<file path="src/sfc_defines.svh">
`ifndef SFC_DEFINES_SVH
`define SFC_DEFINES_SVH
// register byte offsets on the bus
`define OFF_INSTR 8'h00
`define OFF_XER 8'h04
`define OFF_CR0 8'h08
`define OFF_STATUS 8'h0C
`define OFF_MASK 8'h10
`define OFF_RESULT 8'h14
`define OFF_GPR_BASE 8'h80
// instruction fields, word bit 31 is instruction bit 0
`define OPCD_HI 31
`define OPCD_LO 26
`define DEST_HI 25
`define DEST_LO 21
`define SUBT_HI 20
`define SUBT_LO 16
`define MINU_HI 15
`define MINU_LO 11
`define OE_POS 10
`define XO_HI 9
`define XO_LO 1
`define REC_POS 0
// decode values
`define PRIMARY_OP 6'h1F
`define XO_CARRYING 9'h008
`define XO_EXTENDED 9'h088
// exception register bit positions
`define XER_CARRY 0
`define XER_OVF 1
`define XER_SO 2
// condition field 0 bit positions
`define CR_NEG 3
`define CR_POS 2
`define CR_ZERO 1
`define CR_SO 0
// status / mask bit positions
`define ST_DONE 0
`define ST_OVF 1
`define ST_ILLEGAL 2
// reset values
`define XER_RESET 3'h0
`define CR0_RESET 4'h0
`define MASK_RESET 3'h0
`endif

</file>
<file path="src/sfc_pkg.sv">
package sfc_pkg;
    // axi response codes
    typedef enum logic [1:0] {
        RESP_OKAY = 2'b00,
        RESP_SLVERR = 2'b10
    } resp_t;
    // decoded operation
    typedef enum logic [1:0] {
        OP_NONE = 2'b00,
        OP_CARRYING = 2'b01,
        OP_EXTENDED = 2'b10,
        OP_ILLEGAL = 2'b11
    } op_t;
endpackage

</file>
<file path="src/sub_if.sv">
`timescale 1ns/100ps
`default_nettype none
// operands in, sum and flags out of the adder
interface sub_if;
    logic [31:0] minuend;
    logic [31:0] subtrahend;
    logic cin;
    logic [31:0] sum;
    logic cout;
    logic ovf;
    modport exec (output minuend, output subtrahend, output cin,
                  input sum, input cout, input ovf);
    modport adder (input minuend, input subtrahend, input cin,
                   output sum, output cout, output ovf);
endinterface
`default_nettype wire

</file>
<file path="src/sub_adder.sv">
`timescale 1ns/100ps
`default_nettype none
// minuend plus inverted subtrahend plus carry in, 33-bit wide
module sub_adder (
    sub_if.adder io
);
    logic [32:0] wide_sum; // carry out in the top bit
    logic [31:0] inv_subt; // ones complement of subtrahend

    assign inv_subt = ~io.subtrahend;
    assign wide_sum = {1'b0, io.minuend} + {1'b0, inv_subt} + {32'h0000_0000, io.cin};
    assign io.sum = wide_sum[31:0];
    assign io.cout = wide_sum[32];
    // signed overflow: like-signed addends, sum sign differs
    assign io.ovf = (io.minuend[31] == inv_subt[31]) && (wide_sum[31] != io.minuend[31]);
endmodule
`default_nettype wire

</file>
<file path="src/subtract_from_carry_unit.sv">
// Decided for this implementation: the AXI4-Lite slave port and the register addresses.
`timescale 1ns/100ps
`default_nettype none
`include "sfc_defines.svh"
// What this block does
// - op 31/8: minuend plus inverted subtrahend plus one
// - op 31/136: same but plus current carry
// - carry flag always takes sum carry out
// - overflow-enable bit gates overflow, summary flags
// - record bit updates condition field zero
// - signed 32-bit view for overflow, compare
// - dest 6-10, subtrahend 11-15, minuend 16-20
module subtract_from_carry_unit #(
    parameter int NUM_REGS = 32
) (
    input wire logic aclk,
    input wire logic aresetn,
    input wire logic [7:0] awaddr,
    input wire logic awvalid,
    output logic awready,
    input wire logic [31:0] wdata,
    input wire logic [3:0] wstrb,
    input wire logic wvalid,
    output logic wready,
    output sfc_pkg::resp_t bresp,
    output logic bvalid,
    input wire logic bready,
    input wire logic [7:0] araddr,
    input wire logic arvalid,
    output logic arready,
    output logic [31:0] rdata,
    output sfc_pkg::resp_t rresp,
    output logic rvalid,
    input wire logic rready,
    output logic irq
);
    import sfc_pkg::*;

    // the 5-bit register fields address exactly 32 entries
    if (NUM_REGS != 32) begin : g_chk
        $error("NUM_REGS must be 32");
    end

    // bus slave state
    logic awready_ff, wready_ff, bvalid_ff, arready_ff, rvalid_ff;
    logic aw_held_ff, w_held_ff; // address / data latched
    logic [7:0] awaddr_ff; // latched write address
    logic [31:0] wdata_ff; // latched write data
    logic [3:0] wstrb_ff; // latched byte enables
    resp_t bresp_ff, rresp_ff;
    logic [31:0] rdata_ff;
    // architectural state
    logic [31:0] gpr_ff [NUM_REGS]; // general registers
    logic [31:0] instr_ff; // last instruction word
    logic exec_ff; // one-cycle execute pulse
    logic [2:0] xer_ff; // carry, overflow, summary
    logic [3:0] cr0_ff; // neg, pos, zero, summary
    logic [31:0] result_ff; // last result
    logic [2:0] status_ff; // sticky events
    logic [2:0] mask_ff; // interrupt enables
    logic irq_ff;
    // combinational
    logic do_write; // both halves present
    logic [7:0] wr_addr;
    logic wr_gpr, wr_map_ok;
    logic rd_take, rd_gpr, rd_status;
    logic [31:0] rd_val;
    logic rd_ok;
    op_t op;
    logic [4:0] dest_idx, subt_idx, minu_idx;
    logic oe_bit, rec_bit;
    logic nxt_so;
    logic [2:0] ev;
    sub_if alu ();

    // drive ports straight from flops
    assign awready = awready_ff;
    assign wready = wready_ff;
    assign bvalid = bvalid_ff;
    assign bresp = bresp_ff;
    assign arready = arready_ff;
    assign rvalid = rvalid_ff;
    assign rresp = rresp_ff;
    assign rdata = rdata_ff;
    assign irq = irq_ff;

    // field extraction
    assign dest_idx = instr_ff[`DEST_HI:`DEST_LO];
    assign subt_idx = instr_ff[`SUBT_HI:`SUBT_LO];
    assign minu_idx = instr_ff[`MINU_HI:`MINU_LO];
    assign oe_bit = instr_ff[`OE_POS];
    assign rec_bit = instr_ff[`REC_POS];

    // decode of the latched word
    always_comb begin
        if (!exec_ff) begin
            op = OP_NONE;
        end else if (instr_ff[`OPCD_HI:`OPCD_LO] != `PRIMARY_OP) begin
            op = OP_ILLEGAL;
        end else if (instr_ff[`XO_HI:`XO_LO] == `XO_CARRYING) begin
            op = OP_CARRYING;
        end else if (instr_ff[`XO_HI:`XO_LO] == `XO_EXTENDED) begin
            op = OP_EXTENDED;
        end else begin
            op = OP_ILLEGAL;
        end
    end

    // operands to the adder; extended form feeds the carry flag
    assign alu.minuend = gpr_ff[minu_idx];
    assign alu.subtrahend = gpr_ff[subt_idx];
    assign alu.cin = (op == OP_EXTENDED) ? xer_ff[`XER_CARRY] : 1'b1;

    sub_adder u_adder (
        .io(alu.adder)
    );

    // summary flag after this operation, sticky once set
    assign nxt_so = xer_ff[`XER_SO] | (oe_bit & alu.ovf);

    // write channel handshake decode
    assign do_write = aw_held_ff && w_held_ff && !bvalid_ff;
    assign wr_addr = awaddr_ff;
    assign wr_gpr = wr_addr[7];
    assign wr_map_ok = wr_gpr || wr_addr == `OFF_INSTR || wr_addr == `OFF_XER
        || wr_addr == `OFF_MASK;

    // address / data accepted in either order, one write at a time
    always_ff @(posedge aclk) begin
        if (!aresetn) begin
            awready_ff <= 1'b0;
            wready_ff <= 1'b0;
            aw_held_ff <= 1'b0;
            w_held_ff <= 1'b0;
            awaddr_ff <= 8'h00;
            wdata_ff <= 32'h0000_0000;
            wstrb_ff <= 4'h0;
        end else begin
            awready_ff <= !aw_held_ff && !awready_ff && !do_write;
            wready_ff <= !w_held_ff && !wready_ff && !do_write;
            if (awvalid && awready_ff) begin
                aw_held_ff <= 1'b1;
                awaddr_ff <= awaddr;
            end else if (do_write) begin
                aw_held_ff <= 1'b0;
            end
            if (wvalid && wready_ff) begin
                w_held_ff <= 1'b1;
                wdata_ff <= wdata;
                wstrb_ff <= wstrb;
            end else if (do_write) begin
                w_held_ff <= 1'b0;
            end
        end
    end

    // write response, slverr for unmapped or read-only offsets
    always_ff @(posedge aclk) begin
        if (!aresetn) begin
            bvalid_ff <= 1'b0;
            bresp_ff <= RESP_OKAY;
        end else if (do_write) begin
            bvalid_ff <= 1'b1;
            bresp_ff <= wr_map_ok ? RESP_OKAY : RESP_SLVERR;
        end else if (bready) begin
            bvalid_ff <= 1'b0;
        end
    end

    // instruction register; a full-word write launches execution
    // partial writes are dropped with an okay response so a half-updated word never runs
    always_ff @(posedge aclk) begin
        if (!aresetn) begin
            instr_ff <= 32'h0000_0000;
            exec_ff <= 1'b0;
        end else begin
            exec_ff <= do_write && wr_addr == `OFF_INSTR && wstrb_ff == 4'hF;
            if (do_write && wr_addr == `OFF_INSTR && wstrb_ff == 4'hF) begin
                instr_ff <= wdata_ff;
            end
        end
    end

    // general registers: bus writes or the destination write
    // no clash: execute lands one cycle after the instruction write
    always_ff @(posedge aclk) begin
        if (!aresetn) begin
            for (int i = 0; i < NUM_REGS; i++) begin
                gpr_ff[i] <= 32'h0000_0000;
            end
        end else if (op == OP_CARRYING || op == OP_EXTENDED) begin
            gpr_ff[dest_idx] <= alu.sum;
        end else if (do_write && wr_gpr) begin
            for (int b = 0; b < 4; b++) begin
                if (wstrb_ff[b]) begin
                    gpr_ff[wr_addr[6:2]][b*8 +: 8] <= wdata_ff[b*8 +: 8];
                end
            end
        end
    end

    // exception register: carry always, overflow pair only if enabled
    always_ff @(posedge aclk) begin
        if (!aresetn) begin
            xer_ff <= `XER_RESET;
        end else if (op == OP_CARRYING || op == OP_EXTENDED) begin
            xer_ff[`XER_CARRY] <= alu.cout;
            if (oe_bit) begin
                xer_ff[`XER_OVF] <= alu.ovf;
                xer_ff[`XER_SO] <= nxt_so;
            end
        end else if (do_write && wr_addr == `OFF_XER && wstrb_ff[0]) begin
            xer_ff <= wdata_ff[2:0]; // software may clear summary
        end
    end

    // condition field 0 from signed compare of result
    always_ff @(posedge aclk) begin
        if (!aresetn) begin
            cr0_ff <= `CR0_RESET;
        end else if ((op == OP_CARRYING || op == OP_EXTENDED) && rec_bit) begin
            cr0_ff[`CR_NEG] <= alu.sum[31];
            cr0_ff[`CR_POS] <= !alu.sum[31] && alu.sum != 32'h0000_0000;
            cr0_ff[`CR_ZERO] <= alu.sum == 32'h0000_0000;
            cr0_ff[`CR_SO] <= nxt_so;
        end
    end

    // last result, for software to read back
    always_ff @(posedge aclk) begin
        if (!aresetn) begin
            result_ff <= 32'h0000_0000;
        end else if (op == OP_CARRYING || op == OP_EXTENDED) begin
            result_ff <= alu.sum;
        end
    end

    // events: done, overflow seen, illegal word
    assign ev[`ST_DONE] = op == OP_CARRYING || op == OP_EXTENDED;
    assign ev[`ST_OVF] = ev[`ST_DONE] && oe_bit && alu.ovf;
    assign ev[`ST_ILLEGAL] = op == OP_ILLEGAL;

    // read side decode
    assign rd_take = arvalid && arready_ff;
    assign rd_gpr = araddr[7];
    assign rd_status = rd_take && araddr == `OFF_STATUS;
    always_comb begin
        rd_ok = 1'b1;
        rd_val = 32'h0000_0000;
        if (rd_gpr) begin
            rd_val = gpr_ff[araddr[6:2]];
        end else begin
            case (araddr)
                `OFF_INSTR: rd_val = instr_ff;
                `OFF_XER: rd_val = {29'h0, xer_ff};
                `OFF_CR0: rd_val = {28'h0, cr0_ff};
                `OFF_STATUS: rd_val = {29'h0, status_ff};
                `OFF_MASK: rd_val = {29'h0, mask_ff};
                `OFF_RESULT: rd_val = result_ff;
                default: rd_ok = 1'b0;
            endcase
        end
    end

    // status: read clears, a same-cycle event wins
    always_ff @(posedge aclk) begin
        if (!aresetn) begin
            status_ff <= 3'h0;
        end else begin
            status_ff <= (rd_status ? 3'h0 : status_ff) | ev;
        end
    end

    // interrupt mask
    always_ff @(posedge aclk) begin
        if (!aresetn) begin
            mask_ff <= `MASK_RESET;
        end else if (do_write && wr_addr == `OFF_MASK && wstrb_ff[0]) begin
            mask_ff <= wdata_ff[2:0];
        end
    end

    // level interrupt, one cycle behind status
    always_ff @(posedge aclk) begin
        if (!aresetn) begin
            irq_ff <= 1'b0;
        end else begin
            irq_ff <= |(status_ff & mask_ff);
        end
    end

    // read channel: one read at a time, data one cycle after address
    always_ff @(posedge aclk) begin
        if (!aresetn) begin
            arready_ff <= 1'b0;
            rvalid_ff <= 1'b0;
            rdata_ff <= 32'h0000_0000;
            rresp_ff <= RESP_OKAY;
        end else begin
            arready_ff <= !arready_ff && !rvalid_ff;
            if (rd_take) begin
                rvalid_ff <= 1'b1;
                rdata_ff <= rd_val;
                rresp_ff <= rd_ok ? RESP_OKAY : RESP_SLVERR;
            end else if (rready) begin
                rvalid_ff <= 1'b0;
            end
        end
    end

    // checks
    logic exec_op;
    assign exec_op = op == OP_CARRYING || op == OP_EXTENDED;

    carry_result_a: assert property (@(posedge aclk) disable iff (!aresetn)
        exec_op |=> result_ff == $past(alu.sum)
            && xer_ff[`XER_CARRY] == $past(alu.cout))
        else $error("carry or result not taken from sum");
    plain_form_a: assert property (@(posedge aclk) disable iff (!aresetn)
        op == OP_CARRYING |-> alu.sum == alu.minuend + ~alu.subtrahend + 32'h1)
        else $error("carrying form sum wrong");
    ext_form_a: assert property (@(posedge aclk) disable iff (!aresetn)
        op == OP_EXTENDED |-> alu.sum == alu.minuend + ~alu.subtrahend
            + {31'h0, xer_ff[`XER_CARRY]})
        else $error("extended form sum wrong");
    ovf_hold_a: assert property (@(posedge aclk) disable iff (!aresetn)
        exec_op && !oe_bit |=> $stable(xer_ff[2:1]))
        else $error("overflow flags moved without enable");
    ovf_track_a: assert property (@(posedge aclk) disable iff (!aresetn)
        exec_op && oe_bit |=> xer_ff[`XER_OVF] == $past(alu.ovf)
            && xer_ff[`XER_SO] == ($past(xer_ff[`XER_SO]) || $past(alu.ovf)))
        else $error("overflow not tracked");
    cr_hold_a: assert property (@(posedge aclk) disable iff (!aresetn)
        exec_op && !rec_bit |=> $stable(cr0_ff))
        else $error("condition field moved without record");
    cr_sign_a: assert property (@(posedge aclk) disable iff (!aresetn)
        exec_op && rec_bit |=> cr0_ff[3:1] == ($signed(result_ff) < 0 ? 3'h4
            : result_ff == 32'h0 ? 3'h1 : 3'h2)
            && cr0_ff[`CR_SO] == xer_ff[`XER_SO])
        else $error("condition field wrong");
    dest_write_a: assert property (@(posedge aclk) disable iff (!aresetn)
        exec_op |=> gpr_ff[$past(dest_idx)] == $past(alu.sum))
        else $error("destination not written");
    instr_exec_a: assert property (@(posedge aclk) disable iff (!aresetn)
        do_write && wr_addr == `OFF_INSTR && wstrb_ff == 4'hF |=> exec_ff ##1 !exec_ff)
        else $error("execute pulse wrong");
    cover_ext_c: cover property (@(posedge aclk) op == OP_EXTENDED && oe_bit && rec_bit);
    cover_ovf_c: cover property (@(posedge aclk) ev[`ST_OVF]);
    cover_irq_c: cover property (@(posedge aclk) $rose(irq_ff));
endmodule
`default_nettype wire

</file>
<file path="config.mk">
export PLATFORM = sky130hd
export DESIGN_NAME = subtract_from_carry_unit
export DESIGN_NICKNAME = d
export VERILOG_FILES = /design/src/sfc_pkg.sv /design/src/sub_if.sv /design/src/sub_adder.sv /design/src/subtract_from_carry_unit.sv
export VERILOG_INCLUDE_DIRS = /design/src
export SDC_FILE = /design/constraint.sdc
export NUM_CORES = 2
export LEC_CHECK = 0
export BUFFER_PORTS_ARGS = -buffer_cell sky130_fd_sc_hd__buf_2
export CORE_ASPECT_RATIO = 0.7
export CORE_MARGIN = 3
export CORE_UTILIZATION = 60
export CTS_CLUSTER_DIAMETER = 120
export DETAILED_ROUTE_END_ITERATION = 7
export PLACE_DENSITY = 0.87
export SKIP_LAST_GASP = 1
export SLEW_MARGIN = 5
export SYNTH_ARGS = -nofsm -noshare
export SYNTH_HDL_FRONTEND = slang
export SYNTH_SLANG_ARGS = --single-unit
</file>
<file path="constraint.sdc">
create_clock -name aclk -period 16.1 [get_ports aclk]
set_input_delay 2.415 -clock aclk [delete_from_list [all_inputs] [get_ports aclk]]
set_output_delay 2.415 -clock aclk [all_outputs]
set_load 0.01 [all_outputs]
</file>
== Word-level counts from Yosys, hierarchy flattened ==
Memories as Yosys holds them, arrays and structs flattened. A register that Yosys moved wholly into a read port is not among the register bits.
Index checks and enable logic that the tools add are counted.
Storage, ports and cells
  register bits after elaboration: 166
  bits in writable memories: 1024
  logic and storage cells: 153
  memories kept: 1
Cells by class
  add/sub/neg operators: 2
  equal/unequal tests: 17
  mux-type cells: 56
  bitwise logic cells: 5
  reduce and logical (&&, ||, !) cells: 50
Memory list
  gpr_ff: depth 32, width 32, read ports 3, clocked after Yosys merged registers in 2, write ports 32, RTL line subtract_from_carry_unit.sv:53  | logic [31:0] gpr_ff [NUM_REGS];
Operator list (count)
  one-hot mux 32 bit (6 select lines): 1
  two-way mux 32 bit: 3
  OR reduction 32 bit: 2
  two-way mux 1 bit: 36
  adder 32 x 32 -> 33 bit: 1
  adder 33 x 1 -> 33 bit: 1
  logical NOT 32 bit: 1
  inverter 32 bit: 1
  nonzero test 32 bit: 1
  two-way mux 5 bit: 6
  equality test 8 x 5 -> 1 bit, second input constant: 3
  logical AND 1 bit: 23
  equality test 8 x 3 -> 1 bit, second input constant: 2
  equality test 8 x 4 -> 1 bit, second input constant: 2
  logical NOT 8 bit: 2
  two-way mux 2 bit: 6
  nonzero test 2 bit: 5
  equality test 9 x 4 -> 1 bit, second input constant: 1
  equality test 9 x 8 -> 1 bit, second input constant: 1
  logical NOT 1 bit: 9
  two-way mux 3 bit: 3
  inequality test 6 x 5 -> 1 bit, second input constant: 1
  OR reduction 6 bit: 1
  equality test 2 bit, second input constant: 2
  13 further kinds: 16

== Depth between registers and ports, before layout ==
  word-level depth: 14
  gate-level depth with buffers: 21

== Cells and area by module ==
Synthesis repeated with hierarchy kept, for this count alone.
Second synthesis, totals
  cell total of the unflattened synthesis: 5263
  area total of the unflattened synthesis: 70616.5 um^2
By module, submodules not included
  subtract_from_carry_unit: times used 1, cells each 4995, area each 68717.2 um^2, sequential area each 34232.8 um^2
  sub_adder: times used 1, cells each 268, area each 1899.3 um^2, sequential area each 0.0 um^2

== Least setup slack after synthesis ==
No wires, ideal clock.
  path type: reg-to-reg
  start point: reg (tool-made name)
  end point: mem gpr_ff[0][28], data pin
  data arrival time: 5.119 ns
  setup slack: 10.716 ns
  cell stages (with the launch flop): 21
  buffers on the path: 5
  cell sequence: dfxtp_1 -> clkbuf_1 -> buf_2 -> buf_2 -> buf_2 -> mux4_2 -> mux4_2 -> mux2i_1 -> fa_1 -> inv_1 -> fa_1 -> a211oi_1 -> o211a_1 -> or4_4 -> a21oi_2 -> o41ai_2 -> xor2_1 -> nand2_1 -> o21ai_1 -> clkbuf_1 -> nor2_1
RTL lines (RTL line)
  to (decl): subtract_from_carry_unit.sv:53

==> out/metrics.yaml <==
outcome: "complete, but fails checks"
violations: "DRC, capacitance limit, slew limit"
cp.arrival_ns: 8.54
grt_pass1_vias: 48920
min_path_type: "reg -> reg"
fp.coreArea_um2: 113200
crit_path_end_kind: "flop"
numCtsBuffers: 115
io_pins: 101
netlist_area_um2: 68610
p_leak_nw: 24.54
maxCapViolCount: 3
grt_max_degree: 107
hpwl_mm: 152.9
layout_setup_ws_ns: 8.036
antenna_found_initial: 20
synth_top_area_cell: "edfxtp_1"
hold_viol: 0
grt_overflow: 0
worstSkewPairLatency_ns: 0.76
synthAdderAreaFrac_pct: 0.6602
synth_xor_area_share_pct: 0.3939
yosys-top-cells-area: "edfxtp_1, mux4_2, nor2_1"
postCtsSetupBuffers: 0
clockBufferDepth: 3
drt_pass1_iterations: 8
cts_tree: "done"
ys_seq_area_share_pct: 49.89
power.density_nw_per_um2: 97.59
pre_cts_ws_ns: 8.639
setup_tns_ns: 0
critPathMaxFanout: 71
drive_gt1_share_pct: 30.10
yosys_warnings: 0
rsz0062_at_grt: "no"
setup_violations: 0
gr-usage-all-layers_pct: 39.82
die-height_um: 288.9
skew_ns: 0.03728
synth.area.mux_share_pct: 33.40
drv_slew: 23
viasPerCell: 8.106
portBuffers: 98
finalPower_mw: 7.244
synth_area_per_cell_um2: 14.03
crit_required_ns: 16.58
worst_pin_slew_ns: 1.556
grt_pass1_wl_mm: 340.5
routedWlPerCell_um: 37.02
fin_nets: 4860
synth-edff-count: 1024
dieArea_um2: 118500
cts-htree-levels: 3
clk_pin_slew_worst_paths_ns: 0.06
cts_hold_buf: 0
ys_types: 74
start_util_pct: 60.64
relSlewSlack_pct: -4.197
finalCritPeriodShare_pct: 50.09
start_kind: "flop"
syn_to_final_growth_pct: 8.181
fillerInstances: 7228
synth_top_cell_area_share_pct: 44.82
critPathKind: "reg -> reg"
synthFlopType: "edfxtp_1"
fin_crit_ns: 8.064
via_count: 51890
detail-route-antenna-nets: 0
synth_compound_area_share_pct: 3.045
cts-resized-gates: 0
whs_ns: 0.4541
drt-total-wl_mm: 237.0
cts_num_sinks: 1198
synth_top_family_by_area: "multiplexers"
synth-seq-cells: 1198
routabilityCongestion: 1.011
drtIter0Drc: 12000
ir_drop_v: 0.00008829
final_cell_mix: "nor2_1, edfxtp_1, mux4_2"
syn_inst: 4889
rows: 103
yosys.area_share.simple_pct: 10.10
min_from: "rvalid$_SDFFE_PN0P_"
cts_root_buf: "clkbuf_16"
synthArstFlopShare_pct: 0
timing.fmax_mhz: 124.0
die_w_um: 410.2
layout_commonest_cell: "nor2_1"
drc: 17
worst paths after layout:
| kind | end | slack [ns] | depth (start not counted) |
|---|---|---|---|
| worst max register to register | gpr_ff[25][21]$_SDFFCE_PN0P_ | 8.04 | 17 |
| worst max-delay path | gpr_ff[25][21]$_SDFFCE_PN0P_ | 8.04 | 17 |
| worst min-delay path | arready$_SDFF_PN0_ | 0.45 | 1 |
| worst min register to register | arready$_SDFF_PN0_ | 0.45 | 1 |
state kept, by name, summed over array words and instances (netlist names), 4 cells and up, named ones only:
| register | cells |
|---|---|
| wstrb_ff | 4 |
| instr_ff | 32 |
| gpr_ff | 1024 |
| awaddr_ff | 8 |
| rdata | 32 |
| result_ff | 32 |
| cr0_ff | 4 |
| wdata_ff | 32 |
report_power, final:
group | switching (mW) | internal [mW]
clock | 1.28 | 1.56
combinational | 0.547 | 0.281
sequential | 0.111 | 3.46
layer usage:
layer	track usage, %	vias up	wire length, um
met4	13.26	32	12900
met5	0.4812	-	468
li1	-	18870	-
met3	25.42	1200	55720
met2	54.97	6598	97180
met1	51.43	25190	70720
cells by family (layout without fill, tap and decap cells):
kind of cell | after synthesis | after routing
and+or+nand+nor | 1767 | 1767
DFF | 1198 | 1198
muxes | 1078 | 1078
buffers and inverters | 436 | 410
AOI/OAI and AO/OA | 344 | 344
adders and majority gates | 35 | 35
xor gates and xnor gates | 30 | 30
other | 1 | 17
cell type report:
cell class | count | area, um2 | share of cell area, %
clock buffers | 140 | 3088 | 4.160
repair buffers | 181 | 1195 | 1.610
clock inverters | 75 | 754.5 | 1.016
well taps | 1522 | 1904 | 2.566
diodes | 15 | 37.54 | 0.05057
inverters | 14 | 55.05 | 0.07417
multi-input cells | 3256 | 32920 | 44.36
flip-flops and latches | 1198 | 34270 | 46.17
critical path, cell delays in order (launching register included):
cell and delay [ns]:
dfxtp_4 0.78, buf_4 0.90, buf_4 1.03, mux4_2 0.47, mux4_2 0.54, mux2i_1 0.32, ha_1 0.38, nand2_2 0.15
nor3_1 0.20, o21ai_0 0.30, a31o_2 0.33, o21ai_0 0.31, a21oi_1 0.21, xnor2_1 0.82, nor2_1 0.15, a21oi_2 0.17
buf_4 0.40, nor2_1 0.12
cell usage after synthesis (3+ instances only):
library cell  instances
nor2_1             1151
edfxtp_1           1024
mux4_2              963
nand2_1             503
clkbuf_1            292
a21oi_1             189
dfxtp_1             174
buf_1                79
mux2_2               62
mux2i_1              53
buf_2                47
o21ai_0              44
ha_1                 33
a221oi_1             30
nor3_1               22
nand3_1              21
xnor2_1              16
inv_1                13
xor2_1               13
a31oi_1              12
a21o_1                9
nor2b_1               9
and2_1                8
nor3b_1               8
nand4_1               7
o21a_1                7
a211oi_1              6
o211ai_1              6
o21ai_1               6
and4_1                5
nand2b_1              5
o21bai_1              4
or3_1                 4
a21boi_0              3
a221o_1               3
and3_1                3
nand3b_1              3
nor4_1                3
metrics by stage:
stage,std cells,area (um2),utilization (%)
after floorplan,4890,68610,-
after global placement,6171,70340,62.17
after detailed placement,6171,70340,62.17
after CTS,6386,74180,65.56
after global routing,6387,74190,65.57
final,6401,74220,65.60
Power figures use the tool's default switching activity.
